File: config.mk
export PLATFORM = sky130hd
export DESIGN_NAME = dml_top
export DESIGN_NICKNAME = d
export VERILOG_FILES = /design/src/rtl/dml_pkg.sv /design/src/rtl/dml_top.sv
export SDC_FILE = /design/constraint.sdc
export NUM_CORES = 1
export LEC_CHECK = 0
export BUFFER_PORTS_ARGS = -buffer_cell sky130_fd_sc_hd__clkbuf_2
export CAP_MARGIN = 5
export CORE_AREA = 2 2 291 293
export DETAILED_ROUTE_END_ITERATION = 7
export DIE_AREA = 0 0 293 295
export MAX_ROUTING_LAYER = met4
export SKIP_LAST_GASP = 1
export SLEW_MARGIN = 30
export SYNTH_ARGS = -nofsm -noshare
export SYNTH_HDL_FRONTEND = slang
export SYNTH_SLANG_ARGS = --single-unit
File: constraint.sdc
create_clock -name clk -period 2 [get_ports clk]
set_clock_uncertainty 0.2 [all_clocks]
set_input_delay 0.5 -clock clk [delete_from_list [all_inputs] [get_ports clk]]
set_output_delay 0.5 -clock clk [all_outputs]
set_load 0.01 [all_outputs]
File: src/rtl/dml_pkg.sv
// package for the decode and macrocell logic block
package dml_pkg;
    localparam int DML_NUM_SECTORS   = 8;
    localparam int DML_NUM_ECS       = 3;
    localparam int DML_CELLS         = 8;
    localparam int DML_AIN_W         = 16;
    localparam int DML_CTL_W         = 3;
    localparam int DML_PG_W          = 8;
    localparam int DML_PT_PER_SECTOR = 3;
    localparam int DML_MAX_PT        = 130;
    localparam int DML_CLR_PT        = 2;
    localparam int DML_NATIVE_A      = 3;
    localparam int DML_NATIVE_B      = 4;
    localparam int DML_BORROW_A      = 6;
    localparam int DML_BORROW_B_LO   = 5;
    localparam int DML_BORROW_B_HI   = 6;
    localparam int DML_MAX_TERMS     = 10;
    localparam int DML_CSIOP_SPAN    = 256;
    // csiop register offsets
    localparam logic [7:0] DML_OFF_GROUP_A_DATA  = 8'h20;
    localparam logic [7:0] DML_OFF_GROUP_B_DATA  = 8'h21;
    localparam logic [7:0] DML_OFF_GROUP_A_BLOCK = 8'h22;
    localparam logic [7:0] DML_OFF_GROUP_B_BLOCK = 8'h23;
    localparam logic [7:0] DML_OFF_INPUT_B       = 8'h18;
    localparam logic [7:0] DML_OFF_INPUT_C       = 8'h19;
    localparam logic [7:0] DML_BLOCK_RESET       = 8'h00;

    typedef enum logic [1:0]
    {
        DML_FF_D  = 2'b00,
        DML_FF_T  = 2'b01,
        DML_FF_JK = 2'b10,
        DML_FF_SR = 2'b11
    } dml_ff_t;

    typedef enum logic [1:0]
    {
        DML_IN_PASS  = 2'b00,
        DML_IN_LATCH = 2'b01,
        DML_IN_REG   = 2'b10
    } dml_in_mode_t;

    // per output cell configuration
    typedef struct packed
    {
        dml_ff_t    ff_type;
        logic       invert;
        logic       use_reg;
        logic       clk_from_pin;
        logic [1:0] route;
    } dml_cell_cfg_t;

    // route codes: 0 buried, 1 port b, 2 port c
    localparam logic [1:0] DML_ROUTE_BURIED = 2'd0;
    localparam logic [1:0] DML_ROUTE_PORT_B = 2'd1;
    localparam logic [1:0] DML_ROUTE_PORT_C = 2'd2;

    // product term inputs feeding one output cell
    typedef struct packed
    {
        logic [DML_MAX_TERMS-1:0] sum_a;
        logic [DML_MAX_TERMS-1:0] sum_b;
        logic                     clk_pt;
        logic                     preset_pt;
        logic [DML_CLR_PT-1:0]    clear_pt;
        logic                     oe_pt;
    } dml_cell_pt_t;
endpackage : dml_pkg

File: src/rtl/dml_top.sv
// decode array, output cells and input cells of the programmable logic
// Overview of operation
// - eight sector selects, OR of three terms
// - register block select over 256 locations
// - jtag select follows its one term
// - three chip selects, one term each
// - up to 130 product terms shared
// - group a to port b, b to b/c
// - xor polarity, reg/comb mux, feedback
// - flip-flop acts as D, T, JK, SR
// - clock from term or pin rising edge
// - preset, clear active high; clear two terms
// - one cell drives one pin only
// - native and borrowed term counts per group
// - borrow unused neighbour terms, no delay
// - expansion consumes cell and feeds back
// - dsp load overrides preset, clear, clock
// - load captured at write strobe trailing edge
// - mask bit blocks write, resets zero
// - pin enable is term OR direction
// - input cell latch, register or pass
// - input cells readable at any time
// - input enables shared per nibble
`timescale 1ns/100ps
module dml_top
    import dml_pkg::*;
#(
    parameter int N = DML_CELLS
)
(
    input  wire logic                          clk,
    input  wire logic                          rstn,
    input  wire logic [DML_AIN_W-1:0]          dsp_addr,
    input  wire logic [DML_CTL_W-1:0]          dsp_ctl,
    input  wire logic                          control_line_three,
    input  wire logic                          dsp_rd,
    input  wire logic [7:0]                    dsp_wdata,
    output      logic [7:0]                    dsp_rdata,
    input  wire logic [DML_PG_W-1:0]           page,
    input  wire logic [DML_AIN_W-1:0]          csiop_base,
    input  wire logic [DML_NUM_SECTORS*DML_PT_PER_SECTOR-1:0] sector_terms,
    input  wire logic                          jtag_term,
    input  wire logic [DML_NUM_ECS-1:0]        ecs_terms,
    output      logic [DML_NUM_SECTORS-1:0]    sector_selects,
    output      logic                          csiop_select,
    output      logic                          jtag_select,
    output      logic [DML_NUM_ECS-1:0]        external_chip_selects,
    input  wire logic                          port_d_pin_one,
    input  wire dml_cell_cfg_t [N-1:0]         cfg_a,
    input  wire dml_cell_cfg_t [N-1:0]         cfg_b,
    input  wire dml_cell_pt_t  [N-1:0]         pt_a,
    input  wire dml_cell_pt_t  [N-1:0]         pt_b,
    input  wire logic [N-1:0]                  dir_b,
    input  wire logic [N-1:0]                  dir_c,
    output      logic [N-1:0]                  output_cell_group_a,
    output      logic [N-1:0]                  output_cell_group_b,
    output      logic [N-1:0]                  port_b_out,
    output      logic [N-1:0]                  port_b_oe,
    output      logic [N-1:0]                  port_c_out,
    output      logic [N-1:0]                  port_c_oe,
    input  wire logic [N-1:0]                  port_b_in,
    input  wire logic [N-1:0]                  port_c_in,
    input  wire dml_in_mode_t [2*N-1:0]        input_mode,
    input  wire logic [3:0]                    input_cell_terms,
    output      logic [2*N-1:0]                input_cell
);

    ////////////////////////////////////////////////////////////////////////
    // decode array
    ////////////////////////////////////////////////////////////////////////
    logic write_hit;
    logic [7:0] off;

    always_comb
    begin
        for (int s = 0; s < DML_NUM_SECTORS; s++)
        begin
            sector_selects[s] = |sector_terms[s*DML_PT_PER_SECTOR +: DML_PT_PER_SECTOR];
        end
    end

    assign csiop_select = (dsp_addr[DML_AIN_W-1:8] == csiop_base[DML_AIN_W-1:8]);
    assign off = dsp_addr[7:0];
    assign jtag_select = jtag_term;
    assign external_chip_selects = ecs_terms;

    ////////////////////////////////////////////////////////////////////////
    // write strobe trailing edge detect and pin synchronisers
    ////////////////////////////////////////////////////////////////////////
    logic [1:0] wr_sync;
    logic       wr_prev;
    logic [1:0] ck_sync;
    logic       ck_prev;
    logic [7:0] wd_s1;
    logic [7:0] wd_s2;
    logic [7:0] ad_s1;
    logic [7:0] ad_s2;
    logic       cs_s1;
    logic       cs_s2;
    logic [2*N-1:0] pin_s1;
    logic [2*N-1:0] pin_s2;

    always_ff @(posedge clk or negedge rstn)
    begin
        if (!rstn)
        begin
            wr_sync <= 2'b11;
            wr_prev <= 1'b1;
            ck_sync <= 2'b00;
            ck_prev <= 1'b0;
            wd_s1   <= 8'h00;
            wd_s2   <= 8'h00;
            ad_s1   <= 8'h00;
            ad_s2   <= 8'h00;
            cs_s1   <= 1'b0;
            cs_s2   <= 1'b0;
            pin_s1  <= '0;
            pin_s2  <= '0;
        end
        else
        begin
            wr_sync <= {wr_sync[0], control_line_three};
            wr_prev <= wr_sync[1];
            ck_sync <= {ck_sync[0], port_d_pin_one};
            ck_prev <= ck_sync[1];
            wd_s1   <= dsp_wdata;
            wd_s2   <= wd_s1;
            ad_s1   <= off;
            ad_s2   <= ad_s1;
            cs_s1   <= csiop_select;
            cs_s2   <= cs_s1;
            pin_s1  <= {port_c_in, port_b_in};
            pin_s2  <= pin_s1;
        end
    end

    // strobe is active low, trailing edge is its rise
    assign write_hit = cs_s2 && wr_sync[1] && !wr_prev;

    logic pin_rise;
    // dedicated pin clocks on rising edge
    assign pin_rise = ck_sync[1] && !ck_prev;

    ////////////////////////////////////////////////////////////////////////
    // mask registers
    ////////////////////////////////////////////////////////////////////////
    logic [7:0] block_a;
    logic [7:0] block_b;
    logic [7:0] next_block_a;
    logic [7:0] next_block_b;

    always_comb
    begin
        next_block_a = block_a;
        next_block_b = block_b;
        if (write_hit && ad_s2 == DML_OFF_GROUP_A_BLOCK)
            next_block_a = wd_s2;
        if (write_hit && ad_s2 == DML_OFF_GROUP_B_BLOCK)
            next_block_b = wd_s2;
    end

    always_ff @(posedge clk or negedge rstn)
    begin
        if (!rstn)
        begin
            block_a <= DML_BLOCK_RESET;
            block_b <= DML_BLOCK_RESET;
        end
        else
        begin
            block_a <= next_block_a;
            block_b <= next_block_b;
        end
    end

    ////////////////////////////////////////////////////////////////////////
    // output cells
    ////////////////////////////////////////////////////////////////////////
    // storage element behaviour
    function automatic logic dml_ff_next(dml_ff_t t, logic q, logic a, logic b);
        unique case (t)
            DML_FF_D:  dml_ff_next = a;
            DML_FF_T:  dml_ff_next = q ^ a;
            DML_FF_JK: dml_ff_next = (a & ~q) | (~b & q);
            DML_FF_SR: dml_ff_next = a | (~b & q);
        endcase
    endfunction : dml_ff_next

    logic [N-1:0] q_a;
    logic [N-1:0] q_b;
    logic [N-1:0] next_q_a;
    logic [N-1:0] next_q_b;
    logic [N-1:0] ptck_a_prev;
    logic [N-1:0] ptck_b_prev;
    logic [N-1:0] comb_a;
    logic [N-1:0] comb_b;
    logic [N-1:0] load_a;
    logic [N-1:0] load_b;

    genvar g;
    generate
        for (g = 0; g < N; g++)
        begin : g_cell
            logic sa_a;
            logic sb_a;
            logic sa_b;
            logic sb_b;
            logic ed_a;
            logic ed_b;
            // sums drawn from the shared term array
            // group a terms, native plus borrowed
            // borrowed terms folded into one sum level
            assign sa_a = |pt_a[g].sum_a[DML_NATIVE_A+DML_BORROW_A-1:0];
            assign sb_a = |pt_a[g].sum_b[DML_NATIVE_A+DML_BORROW_A-1:0];
            // group b limits by cell index
            assign sa_b = (g < 4) ? |pt_b[g].sum_a[DML_NATIVE_B+DML_BORROW_B_LO-1:0]
                                  : |pt_b[g].sum_a[DML_NATIVE_B+DML_BORROW_B_HI-1:0];
            assign sb_b = (g < 4) ? |pt_b[g].sum_b[DML_NATIVE_B+DML_BORROW_B_LO-1:0]
                                  : |pt_b[g].sum_b[DML_NATIVE_B+DML_BORROW_B_HI-1:0];
            assign comb_a[g] = sa_a ^ cfg_a[g].invert;
            assign comb_b[g] = sa_b ^ cfg_b[g].invert;
            assign ed_a = cfg_a[g].clk_from_pin ? pin_rise
                                                : (pt_a[g].clk_pt && !ptck_a_prev[g]);
            assign ed_b = cfg_b[g].clk_from_pin ? pin_rise
                                                : (pt_b[g].clk_pt && !ptck_b_prev[g]);
            // data bit n loads cell n
            assign load_a[g] = write_hit && ad_s2 == DML_OFF_GROUP_A_DATA && !block_a[g];
            assign load_b[g] = write_hit && ad_s2 == DML_OFF_GROUP_B_DATA && !block_b[g];

            always_comb
            begin
                next_q_a[g] = q_a[g];
                next_q_b[g] = q_b[g];
                // dsp load wins over preset, clear and clock
                if (load_a[g])
                    next_q_a[g] = wd_s2[g];
                // active high clear of two terms, preset
                else if (|pt_a[g].clear_pt)
                    next_q_a[g] = 1'b0;
                else if (pt_a[g].preset_pt)
                    next_q_a[g] = 1'b1;
                else if (ed_a)
                    next_q_a[g] = dml_ff_next(cfg_a[g].ff_type, q_a[g],
                                              comb_a[g], sb_a);
                if (load_b[g])
                    next_q_b[g] = wd_s2[g];
                else if (|pt_b[g].clear_pt)
                    next_q_b[g] = 1'b0;
                else if (pt_b[g].preset_pt)
                    next_q_b[g] = 1'b1;
                else if (ed_b)
                    next_q_b[g] = dml_ff_next(cfg_b[g].ff_type, q_b[g],
                                              comb_b[g], sb_b);
            end

            // registered or combinational result fed back
            // feedback lets a cell extend another's sum
            assign output_cell_group_a[g] = cfg_a[g].use_reg ? q_a[g] : comb_a[g];
            assign output_cell_group_b[g] = cfg_b[g].use_reg ? q_b[g] : comb_b[g];

            // group a to b only, group b to b or c
            // each cell picks one pin, group a owns b first
            always_comb
            begin
                if (cfg_a[g].route == DML_ROUTE_PORT_B)
                begin
                    port_b_out[g] = output_cell_group_a[g];
                    port_b_oe[g]  = pt_a[g].oe_pt | dir_b[g];
                end
                else if (cfg_b[g].route == DML_ROUTE_PORT_B)
                begin
                    port_b_out[g] = output_cell_group_b[g];
                    port_b_oe[g]  = pt_b[g].oe_pt | dir_b[g];
                end
                else
                begin
                    port_b_out[g] = 1'b0;
                    port_b_oe[g]  = 1'b0;
                end
                if (cfg_b[g].route == DML_ROUTE_PORT_C)
                begin
                    port_c_out[g] = output_cell_group_b[g];
                    port_c_oe[g]  = pt_b[g].oe_pt | dir_c[g];
                end
                else
                begin
                    port_c_out[g] = 1'b0;
                    port_c_oe[g]  = 1'b0;
                end
            end
        end
    endgenerate

    always_ff @(posedge clk or negedge rstn)
    begin
        if (!rstn)
        begin
            q_a         <= '0;
            q_b         <= '0;
            ptck_a_prev <= '0;
            ptck_b_prev <= '0;
        end
        else
        begin
            q_a <= next_q_a;
            q_b <= next_q_b;
            for (int i = 0; i < N; i++)
            begin
                ptck_a_prev[i] <= pt_a[i].clk_pt;
                ptck_b_prev[i] <= pt_b[i].clk_pt;
            end
        end
    end

    ////////////////////////////////////////////////////////////////////////
    // input cells
    ////////////////////////////////////////////////////////////////////////
    logic [2*N-1:0] in_q;
    logic [2*N-1:0] next_in_q;
    logic [3:0]     icl_prev;

    always_comb
    begin
        for (int i = 0; i < 2*N; i++)
        begin
            next_in_q[i] = in_q[i];
            if (input_mode[i] == DML_IN_LATCH && input_cell_terms[i/4])
                next_in_q[i] = pin_s2[i];
            else if (input_mode[i] == DML_IN_REG && input_cell_terms[i/4] && !icl_prev[i/4])
                next_in_q[i] = pin_s2[i];
            input_cell[i] = (input_mode[i] == DML_IN_PASS) ? pin_s2[i] : in_q[i];
        end
    end

    always_ff @(posedge clk or negedge rstn)
    begin
        if (!rstn)
        begin
            in_q     <= '0;
            icl_prev <= 4'h0;
        end
        else
        begin
            in_q     <= next_in_q;
            icl_prev <= input_cell_terms;
        end
    end

    ////////////////////////////////////////////////////////////////////////
    // readback
    ////////////////////////////////////////////////////////////////////////
    logic [7:0] next_rdata;

    always_comb
    begin
        next_rdata = 8'h00;
        if (csiop_select && dsp_rd)
        begin
            unique case (off)
                DML_OFF_GROUP_A_DATA:  next_rdata = q_a;
                DML_OFF_GROUP_B_DATA:  next_rdata = q_b;
                DML_OFF_GROUP_A_BLOCK: next_rdata = block_a;
                DML_OFF_GROUP_B_BLOCK: next_rdata = block_b;
                DML_OFF_INPUT_B:       next_rdata = input_cell[N-1:0];
                DML_OFF_INPUT_C:       next_rdata = input_cell[2*N-1:N];
                default:               next_rdata = 8'h00;
            endcase
        end
    end

    always_ff @(posedge clk or negedge rstn)
    begin
        if (!rstn)
            dsp_rdata <= 8'h00;
        else
            dsp_rdata <= next_rdata;
    end

    ////////////////////////////////////////////////////////////////////////
    // checks
    ////////////////////////////////////////////////////////////////////////
    logic ed_a0;
    assign ed_a0 = g_cell[0].ed_a;

    AST_SECTOR_OR: assert property (@(posedge clk) disable iff (!rstn)
        sector_selects[0] == |sector_terms[2:0])
        else $error("sector select not the OR of its terms");
    AST_ECS_PASS: assert property (@(posedge clk) disable iff (!rstn)
        external_chip_selects == ecs_terms)
        else $error("chip select mismatch");
    AST_MASK_BLOCKS: assert property (@(posedge clk) disable iff (!rstn)
        (write_hit && ad_s2 == DML_OFF_GROUP_A_DATA && block_a[0]
         && pt_a[0].clear_pt == 2'b00 && !pt_a[0].preset_pt && !ed_a0)
        |=> $stable(q_a[0]))
        else $error("masked cell changed");
    AST_LOAD_WINS: assert property (@(posedge clk) disable iff (!rstn)
        load_a[0] |=> q_a[0] == $past(wd_s2[0]))
        else $error("load did not take priority");
    AST_CLEAR_HI: assert property (@(posedge clk) disable iff (!rstn)
        (!load_b[1] && |pt_b[1].clear_pt) |=> !q_b[1])
        else $error("clear did not act");
    AST_OE_OR: assert property (@(posedge clk) disable iff (!rstn)
        (cfg_b[2].route == DML_ROUTE_PORT_C) |-> port_c_oe[2] == (pt_b[2].oe_pt | dir_c[2]))
        else $error("pin enable wrong");
    AST_ONE_PIN: assert property (@(posedge clk) disable iff (!rstn)
        port_c_oe[3] |-> (cfg_b[3].route == DML_ROUTE_PORT_C
                          && (!port_b_oe[3] || cfg_a[3].route == DML_ROUTE_PORT_B)))
        else $error("cell drives two pins");
    AST_MASK_READ: assert property (@(posedge clk) disable iff (!rstn)
        (csiop_select && dsp_rd && off == DML_OFF_GROUP_A_BLOCK) |=> dsp_rdata == $past(block_a))
        else $error("mask readback wrong");

endmodule : dml_top

==> results of run 1 <==
sequential cells by signal (all words and copies together), names as in the netlist:
name and count:
ad_s1 8, ad_s2 8, block_a 8, block_b 8, ck_prev 1, ck_sync 2, cs_s1 1, cs_s2 1
dsp_rdata 8, icl_prev 4, in_q 16, pin_s1 16, pin_s2 16, ptck_a_prev 8, ptck_b_prev 8, q_a 8
q_b 8, wd_s1 8, wd_s2 8, wr_prev 1, wr_sync 2
kinds of logic (layout without fill, tap and decap cells):
family	after synthesis	in the layout	share of synthesized area (%)
DFF	148	148	41.9
muxes	47	47	5.71
other	0	18	0
and+or+nand+nor	406	406	24.9
AOI/OAI and AO/OA	225	225	18.2
buffers and inverters	69	981	3.24
xor gates and xnor gates	38	38	3.76
adders and majority gates	16	16	2.26
worst max-delay path, delay by kind of cell:
family	cells	cell delay, ps
buffers and inverters	2	220
multiplexers	1	130
AND/OR/NAND/NOR	2	460
XOR/XNOR	1	260
AO/OA/AOI/OAI	1	240
metrics by stage:
| step | area (um2) | utilization (%) | hold slack (ps) | total power, mW |
|---|---|---|---|---|
| after floorplan | 9240 | - | 4.41 | 4.12 |
| after global placement | 14900 | 17.9 | 132 | 5.55 |
| after detailed placement | 14900 | 17.9 | 135 | 5.58 |
| after CTS | 16900 | 20.3 | 9.14 | 9.59 |
| after global routing | 17800 | 21.4 | 28.9 | 10.2 |
| final | 17800 | 21.4 | 55.8 | 9.61 |
power breakdown:
group	switching [mW]	leakage, nW	total [mW]	internal [mW]
clock	1.82	0.301	3.54	1.71
sequential	0.161	1.81	3.33	3.17
combinational	1.29	5.93	2.74	1.45
total	3.28	8.05	9.61	6.33
Yosys cell counts, types with 25 or more instances:
cell type and n:
nor2_1 140, nor4_1 46, nand3_1 30, a21oi_1 32, o21ai_0 35, nor2b_1 25
mux2_2 28, inv_1 51, nor3_1 31, nand2_1 27, nand2b_1 32, dfrtp_1 145
worst max path at each step:
stage,from,end,slack (ps),cells after the start
after detailed placement,pt_b[17],port_b_out[0],-880,9
after global routing,pt_b[42],port_b_out[1],-580,7
final,pt_b[42],port_b_out[1],-510,7
after global placement,pt_b[17],q_b[0],-810,11
after floorplan,pt_a[172],q_a[6],-320,9
after CTS,pt_b[22],port_b_out[0],-540,9
placed cells by master, fill, tap and decap left out, types with 19 or more instances in the layout:
master	instances
a211oi_1	22
a21oi_1	26
buf_4	124
buf_6	46
clkbuf_2	644
dfrtp_1	145
dlygate4sd3_1	54
inv_1	35
nand2_1	26
nand2b_1	30
nor2_1	129
nor2b_1	23
nor3_1	29
nor3b_1	19
nor4_1	23
nor4_4	21
xnor2_1	20
final cells by class:
type                    count  area (um2)
repair buffers            898        5590
diodes                     18        45.0
clock inverters            15         194
flip-flops and latches    148        3710
inverters                  51         206
multi-input cells         732        6250
clock buffers              17         425
well taps                1080        1350
fillers                  9086       65400
routing by layer:
layer,global-route usage [%],share of wire (%)
met5,-,0
met1,14.6,44
met3,3.80,6.5
met2,18.6,46
met4,3.80,2.8
what timing repair did:
action / 4_1_cts / 5_1_grt
setup endpoints to repair: 81 / 90
hold buffers: 54 / 0
endpoints found under the hold margin: 86 / 0
buffers inserted: 41 / 25
pin swaps: 48 / 79
gates resized for setup: 118 / 171
==> results.ini, run 1 <==
[outcome]
status = finished, violations left
violations = setup timing

[setup_path]
r2r_cells = 7
crit_type = primary input to output pin
rr_startpoint = ad_s2[4]
r2r_slack_ps = -170
cp_data_arrival_time_ps = 1810
crit_top_cell = buf_6
slowest_delay_ps = 280
r2r_end = block_a[7]
cp_max_fo = 3
start_kind = primary input
crit_required_ps = 1300
path_cells = buf_6, nor4_4, nand3_2, xor2_4, mux2i_4, o2bb2ai_4, buf_6
slowest_stage = nor4_4
end_kind = output pin

[final_layout]
area_growth_pct = 101
layout.cells.non_filler = 2959
nNetsFinal = 2528
drive_gt1_share_pct = 57.8

[placement]
place.gp.congestion = 0.899
placedCellCount = 2807
dpl_worst_slack_ps = -884
dp_hpwl_um = 44400
port_buffers = 697

[logic_synthesis]
avgSynthCellArea_um2 = 9.32
synth_area_mm2 = 0.00885
synth_edf_count = 0
synth_top_cell_area_share_pct = 41.0
synth_cells = 949
synth_ff_type = dfrtp_1
ys_warn_count = 0
synthTopCellsByArea = dfrtp_1 41%, nor2_1 5.9%, mux2_2 3.6%
synth_top_cell_by_area = dfrtp_1
synth_seq_area_share_pct = 41.9
ys_ff_latch = 148
yosys.cell_types.count = 61
synth_fp_nets = 1629
synthArstFlopShare_pct = 100

[die]
die_x_um = 293
ios = 749
die_h_um = 295
initial_utilization_pct = 10.6
coreArea_mm2 = 0.0832
dieArea_mm2 = 0.0864
row_count = 106

[worst_hold_path]
min_path_type = primary input to flip-flop
hold_path_startpoint = input_mode[29]
hold_end = in_q[14]
min_path_cells = 2

[detailed_routing]
drtAntennaViolNets = 0
drtIter0Drc = 362
avgViaCountPerCell = 3.78
first_pass_iters = 5
drc = 0
vias = 11200
wl_per_cell_um = 18.1
wirelength_um = 53600

[timing]
worstMarginPinSlew_ps = 510
fin_tns_setup_ps = -15680
fmax_mhz = 398
min_period_ps = 2510
hold_viol_final = 0
fin_crit_sh_pct = 126
max_slew_margin_pct = 65.1
setup_viol = 69
postLayoutSetupSlackWorst_ps = -514
rsz0062_at_grt = true
drv_slew = 0

[clocking]
cts_num_sinks = 148
cts_root_buf = clkbuf_16
cts_tree = built
numCtsBuffers = 17
clkLatencyLatePin_ps = 490
clk_pin_slew_ps = 70
clock_path_buffers = 2
cts-htree-levels = 4

[flow_run]
cap_violations = 0

[grt]
grt_use_total_pct = 11.9
grt_pass1_wl_um = 71400
grt_max_degree = 43
overflow = 0
grt_antenna_before_repair = 20
grt_pass1_vias = 10900

[power_and_ir_drop]
power_density_mw_per_mm2 = 541
worst_ir_drop_vdd_uv = 509
cellLeakagePower_nw = 8.05

Note: power is estimated with default switching activity, not from simulation.
==> run 2: changes to the inputs <==
Settings changed: CELL_PAD_IN_SITES_DETAIL_PLACEMENT from default to 1, CELL_PAD_IN_SITES_GLOBAL_PLACEMENT from default to 1, CORE_AREA 2 2 291 293 to 2 2 294 296, DIE_AREA 0 0 293 295 to 0 0 296 298, PLACE_DENSITY_LB_ADDON from default to 0.1.
==> run 2 against run 1 <==
The run still ends with setup timing left. Worst hold slack about the same. Final cell count up 2.8%. Sequential share of layout area down 0.19 points. Flip-flop and latch count unchanged. Via count down 0.45%. Register-to-register slack better by 50 ps. Critical path depth up 1. First-iteration DRC count down 23%. Combinational power up 2%. Die area up 2.1%. Design area up 0.92%. Largest power group unchanged.
==> results.ini, run 2 (synthesis gave the netlist of run 1 again) <==
[power_and_ir_drop]
switching_share_pct = 30.7  ; was 34.1%
p_sw_mw = 2.95  ; was 3.28 mW
power_frac_comb_pct = 29.0  ; was 28.5%
clkPwrFrac_pct = 36.4  ; was 36.8%
power_density_mw_per_mm2 = 536  ; was 541 mW/mm2
worst_ir_drop_vdd_uv = 562  ; was 509 uV
cellLeakagePower_nw = 8.16  ; was 8.05 nW
seq_power_share_pct = 34.6  ; about the same
p_int_mw = 6.67  ; was 6.33 mW

[detailed_routing]
first_pass_iters = 4  ; was 5
vias = 11100  ; was 11.2k
drc = 0  ; unchanged
avgViaCountPerCell = 3.66  ; was 3.78
wl_per_cell_um = 17.9  ; was 18.1 um
drtIter0Drc = 278  ; was 362
drtAntennaViolNets = 0  ; unchanged
wirelength_um = 54500  ; was 53600 um

[final_layout]
layout.cells.non_filler = 3042  ; was 2959
nNetsFinal = 2559  ; was 2528
reg_top3 = in_q (16), pin_s1 (16), pin_s2 (16)  ; unchanged
drive_gt1_share_pct = 58.3  ; was 57.8%
fin_util_pct = 21.1  ; was 21.4%
final_design_area_no_fill_mm2 = 0.0179  ; was 0.0178 mm2
nFillCells = 10000  ; was 9086
final_cell_mix = 642 x clkbuf_2, 162 x buf_4, 145 x dfrtp_1  ; was 644 x clkbuf_2, 145 x dfrtp_1, 129 x nor2_1
layout_commonest_cell = clkbuf_2  ; unchanged
area_growth_pct = 103  ; was 101%

[flow_run]
cap_violations = 0  ; unchanged

[timing]
rsz0062_at_grt = true  ; unchanged
postLayoutSetupSlackWorst_ps = -551  ; was -514 ps
drv_slew = 0  ; unchanged
min_period_ps = 2550  ; was 2510 ps
fin_crit_sh_pct = 128  ; was 126%
hold_viol_final = 0  ; unchanged
max_slew_margin_pct = 56.1  ; was 65.1%
fmax_mhz = 392  ; was 398 MHz
worstMarginPinSlew_ps = 657  ; was 510 ps
setup_viol = 68  ; was 69

[clocking]
clock_path_buffers = 2  ; unchanged
cts_num_sinks = 148  ; unchanged
numCtsBuffers = 17  ; unchanged
cts-htree-levels = 4  ; unchanged
cts_root_buf = clkbuf_16  ; unchanged
clkLatencyLatePin_ps = 470  ; was 490 ps
cts_tree = built  ; unchanged
clk_pin_slew_ps = 60  ; was 70 ps

[outcome]
status = finished, violations left  ; unchanged
violations = setup timing  ; unchanged

[die]
die_h_um = 298  ; was 295 um
ios = 749  ; unchanged
coreArea_mm2 = 0.0849  ; was 0.0832 mm2
row_count = 107  ; was 106
die_x_um = 296  ; was 293 um
initial_utilization_pct = 10.4  ; was 10.6%
dieArea_mm2 = 0.0882  ; was 0.0864 mm2

[setup_path]
crit_top_cell = buf_6  ; unchanged
rr_startpoint = ad_s2[4]  ; unchanged
cp_data_arrival_time_ps = 1850  ; was 1810 ps
r2r_cells = 6  ; was 7
path_cells = buf_6, nor4_4, nand3_2, xor2_2, buf_4, mux2_4, o2bb2ai_4, buf_6  ; was buf_6, nor4_4, nand3_2, xor2_4, mux2i_4, o2bb2ai_4, buf_6
r2r_slack_ps = -120  ; was -170 ps
slowest_stage = mux2_4  ; was nor4_4
crit_type = primary input to output pin  ; unchanged
r2r_end = block_a[5]  ; was block_a[7]
slowest_delay_ps = 290  ; was 280 ps
crit_required_ps = 1300  ; about the same
start_kind = primary input  ; unchanged
end_kind = output pin  ; unchanged
critPathLaunch = pt_a[117]  ; was pt_b[42]
cp_max_fo = 2  ; was 3

[placement]
dp_hpwl_um = 47000  ; was 44400 um
place.gp.congestion = 0.805  ; was 0.899
port_buffers = 697  ; unchanged
placedCellCount = 2887  ; was 2807
dpl_worst_slack_ps = -700  ; was -884 ps
post_dp_cell_area_mm2 = 0.0151  ; was 0.0149 mm2

[grt]
grt_pass1_vias = 12300  ; was 10.9k
overflow = 0  ; unchanged
grt_antenna_before_repair = 6  ; was 20
grt_pass1_wl_um = 77100  ; was 71400 um
grt_max_degree = 63  ; was 43
grt_use_total_pct = 12.3  ; was 11.9%

[worst_hold_path]
hold_path_startpoint = dsp_addr[2]  ; was input_mode[29]
min_path_type = primary input to flip-flop  ; unchanged
hold_end = ad_s1[2]  ; was in_q[14]
min_path_cells = 2  ; unchanged

[run 2: area by class of cell]
class	count	area, um2	area share [%]
multi-input cells	732	6160	34.3
clock inverters	14	175	0.977
flip-flops and latches	148	3710	20.7
diodes	6	15.0	0.0837
well taps	1144	1430	7.98
repair buffers	929	5820	32.5
inverters	51	194	1.08
clock buffers	18	429	2.39
[run 2: through the flow]
step | hold slack (ps) | power (mW) | TNS (ps)
2_1_floorplan | 4.41 | 4.12 | -6080
3_3_place_gp | 133 | 5.59 | -26820
3_5_place_dp | 136 | 5.63 | -27040
4_1_cts | 0.291 | 9.66 | -17210
5_1_grt | 19.4 | 10.3 | -22220
6_report | 55.5 | 9.62 | -15040
[run 2: power groups by stage]
| stage | registers, mW | clock network [mW] | logic (mW) |
|---|---|---|---|
| global route | 3.36 | 3.84 | 3.07 |
| detailed placement | 3.38 | 0 | 2.25 |
| finish | 3.33 | 3.51 | 2.79 |
| CTS | 3.33 | 3.75 | 2.59 |
| floorplan | 3.32 | 0 | 0.798 |
| global placement | 3.37 | 0 | 2.21 |
[run 2: how the worst max path moves through the flow]
stage	to	slack (ps)	cells past startpoint
floorplan	q_a[6]	-320	9
global placement	port_b_out[0]	-680	9
detailed placement	port_b_out[0]	-700	9
CTS	port_b_out[0]	-570	9
global route	port_b_out[0]	-630	9
finish	port_b_out[4]	-550	8
[run 2: worst max-delay path: cells and delay by family]
family / cells / cell delay (ps)
and+or+nand+nor: 2 / 390
buffers and inverters: 3 / 350
muxes: 1 / 290
xor gates and xnor gates: 1 / 200
AOI/OAI and AO/OA: 1 / 120
[run 2: layer usage]
| layer | vias up | routed length, um | GRT usage (%) |
|---|---|---|---|
| li1 | 5435 | - | - |
| met1 | 5372 | 22100 | 13.6 |
| met2 | 300 | 28600 | 21.8 |
| met3 | 41 | 3010 | 2.97 |
| met4 | 0 | 830 | 3.40 |
| met5 | - | 0 | - |
[run 2: repair_timing]
action,CTS,global route
pin swaps,64,82
hold buffers,50,0
buffers inserted,46,36
gates resized for setup,105,170
endpoints found under the setup margin,81,83
hold endpoints to repair,194,0
==> run 3: changes to the inputs <==
Settings changed: CORE_AREA 2 2 294 296 to 2 2 289 291, DIE_AREA 0 0 296 298 to 0 0 291 293.
Clock period 2 ns to 3.3 ns, I/O delays scaled along.
==> run 3 against run 2 <==
First-iteration DRC count is 7.2% lower. Die area shrank 3.3%. Critical endpoint unchanged. Global-route usage up 1.0 points. Largest power group unchanged. The flow now finishes without violations. Worst setup slack better by 670 ps. Worst hold slack improved by 23 ps. Highest routed layer unchanged.
==> results.ini, run 3 (synthesis gave the netlist of run 1 again) <==
[power_and_ir_drop]
power_density_mw_per_mm2 = 364  ; was 536 mW/mm2
finalPower_mw = 5.34  ; was 9.62 mW
worst_ir_drop_vdd_uv = 286  ; was 562 uV
cellLeakagePower_nw = 6.94  ; was 8.16 nW

[clocking]
clkLatencyLatePin_ps = 480  ; was 470 ps
numCtsBuffers = 17  ; unchanged
cts_tree = built  ; unchanged
cts-htree-levels = 4  ; unchanged
cts_num_sinks = 148  ; unchanged
cts_hold_buf = 0  ; was 50
clock_path_buffers = 2  ; unchanged
clk_pin_slew_ps = 70  ; was 60 ps
cts_root_buf = clkbuf_16  ; unchanged

[die]
coreArea_mm2 = 0.0818  ; was 0.0849 mm2
die_h_um = 293  ; was 298 um
die_x_um = 291  ; was 296 um
initial_utilization_pct = 10.8  ; was 10.4%
row_count = 105  ; was 107
dieArea_mm2 = 0.0853  ; was 0.0882 mm2
ios = 749  ; unchanged

[setup_path]
start_kind = primary input  ; unchanged
path_cells = clkbuf_2, nor4_4, buf_4, nand3_2, xor2_2, mux2i_2, o2bb2ai_1, clkbuf_2  ; was buf_6, nor4_4, nand3_2, xor2_2, buf_4, mux2_4, o2bb2ai_4, buf_6
r2r_end = q_a[6]  ; was block_a[5]
crit_top_cell = clkbuf_2  ; was buf_6
crit_type = primary input to output pin  ; unchanged
slowest_stage = nor4_4  ; was mux2_4
cp_max_fo = 3  ; was 2
crit_required_ps = 2270  ; was 1300 ps
cp_data_arrival_time_ps = 2150  ; was 1850 ps
crit_buf_inv = 3  ; unchanged
r2r_slack_ps = 750  ; was -120 ps
cp_top_family = buffers and inverters  ; was simple AND/OR/NAND/NOR gates
slowest_delay_ps = 290  ; about the same
rr_startpoint = ad_s2[7]  ; was ad_s2[4]
r2r_cells = 6  ; unchanged
end_kind = output pin  ; unchanged

[detailed_routing]
drtIter0Drc = 258  ; was 278
vias = 10300  ; was 11.1k
wl_per_cell_um = 20.0  ; was 17.9 um
wirelength_um = 55700  ; was 54500 um
avgViaCountPerCell = 3.72  ; was 3.66
drtAntennaViolNets = 0  ; unchanged
drc = 0  ; unchanged
first_pass_iters = 4  ; unchanged

[timing]
drv_slew = 0  ; unchanged
hold_viol_final = 0  ; unchanged
setup_viol = 0  ; was 68
worstMarginPinSlew_ps = 655  ; was 657 ps
fin_tns_setup_ps = 0  ; was -15040 ps
max_slew_margin_pct = 56.0  ; was 56.1%
holdWs_ps = 78.6  ; was 55.5 ps
fmax_mhz = 315
min_period_ps = 3180
fin_crit_sh_pct = 96.3
rsz0062_at_grt = true  ; unchanged

[final_layout]
reg_top3 = in_q (16), pin_s1 (16), pin_s2 (16)  ; unchanged
drive_gt1_share_pct = 48.4  ; was 58.3%
area_growth_pct = 65.6  ; was 103%
layout.cells.non_filler = 2779  ; was 3042
fin_util_pct = 17.9  ; was 21.1%
final_cell_mix = 696 x clkbuf_2, 145 x dfrtp_1, 140 x nor2_1  ; was 642 x clkbuf_2, 162 x buf_4, 145 x dfrtp_1
nNetsFinal = 2368  ; was 2559
layout_commonest_cell = clkbuf_2  ; unchanged

[placement]
dp_hpwl_um = 48600  ; was 47000 um
place.gp.congestion = 0.890  ; was 0.805
port_buffers = 697  ; unchanged
placedCellCount = 2737  ; was 2887

[grt]
grt_use_total_pct = 13.3  ; was 12.3%
grt_max_degree = 54  ; was 63
grt_pass1_vias = 11500  ; was 12.3k
grt_antenna_before_repair = 10  ; was 6
grt_pass1_wl_um = 79600  ; was 77100 um
overflow = 0  ; unchanged

[flow_run]
cap_violations = 0  ; unchanged

[worst_hold_path]
min_path_type = primary input to async pin  ; was primary input to flip-flop

[outcome]
status = complete, no violations  ; was finished, violations left

-- run 3: changes by cell type in the layout (fill, tap and decap cells not counted), moves of 18 or more --
cell           previous run  this run
buf_4                   162        39
inv_1                    33        51
clkbuf_2                642       696
nor4_1                   25        43
buf_6                    45         0
dlygate4sd3_1            50         0
o21ai_0                  13        35
-- run 3: what timing repair did --
| item | in CTS | in global routing |
|---|---|---|
| pin swaps | 0 | 1 |
| resized for setup | 2 | 11 |
| gates cloned | 0 | 0 |
| endpoints found under the setup margin | 1 | 14 |
| setup buffers | 0 | 2 |
-- run 3: per-stage QoR --
step / setup WS, ps / instance area [um2]
after global routing: -25.9 / 14600
after CTS: 3.36 / 14500
after detailed placement: -34.4 / 13900
final: 122 / 14600
after global placement: 0.621 / 13900
after floorplan: 409 / 8850
-- run 3: how the worst max path moves through the flow --
stage,cells after the start,startpoint,endpoint,slack [ps]
after floorplan,5,pt_a[192],port_b_out[7],410
after global placement,7,pt_b[95],port_b_out[3],0.6
after detailed placement,8,pt_b[116],port_b_out[4],-30
after CTS,7,pt_b[95],port_b_out[3],3
after global routing,7,pt_b[92],port_b_out[3],-30
final,8,pt_b[116],port_b_out[4],120
-- run 3: final cells by class --
class | count | area (um2)
Inverter | 51 | 191
Timing Repair Buffer | 738 | 3830
Antenna cell | 8 | 20.0
Fill cell | 9801 | 67200
Clock buffer | 19 | 453
Tap cell | 1070 | 1340
Clock inverter | 13 | 149
Multi-Input combinational cell | 732 | 4960
Sequential cell | 148 | 3710
-- run 3: report_power, final --
part	total (mW)	switching [mW]	internal (mW)
sequential	2.02	0.0975	1.92
clock	2.10	0.939	1.16
combinational	1.22	0.618	0.600
total	5.34	1.65	3.68
-- run 3: layer usage --
layer  global-route usage [%]  wire length (um)  vias to the layer above
li1                         -                 -                     5052
met1                     14.7             22700                     4918
met2                     23.3             28500                      332
met3                     3.52              3340                       36
met4                     4.13              1070                        0
met5                        -                 0                        -
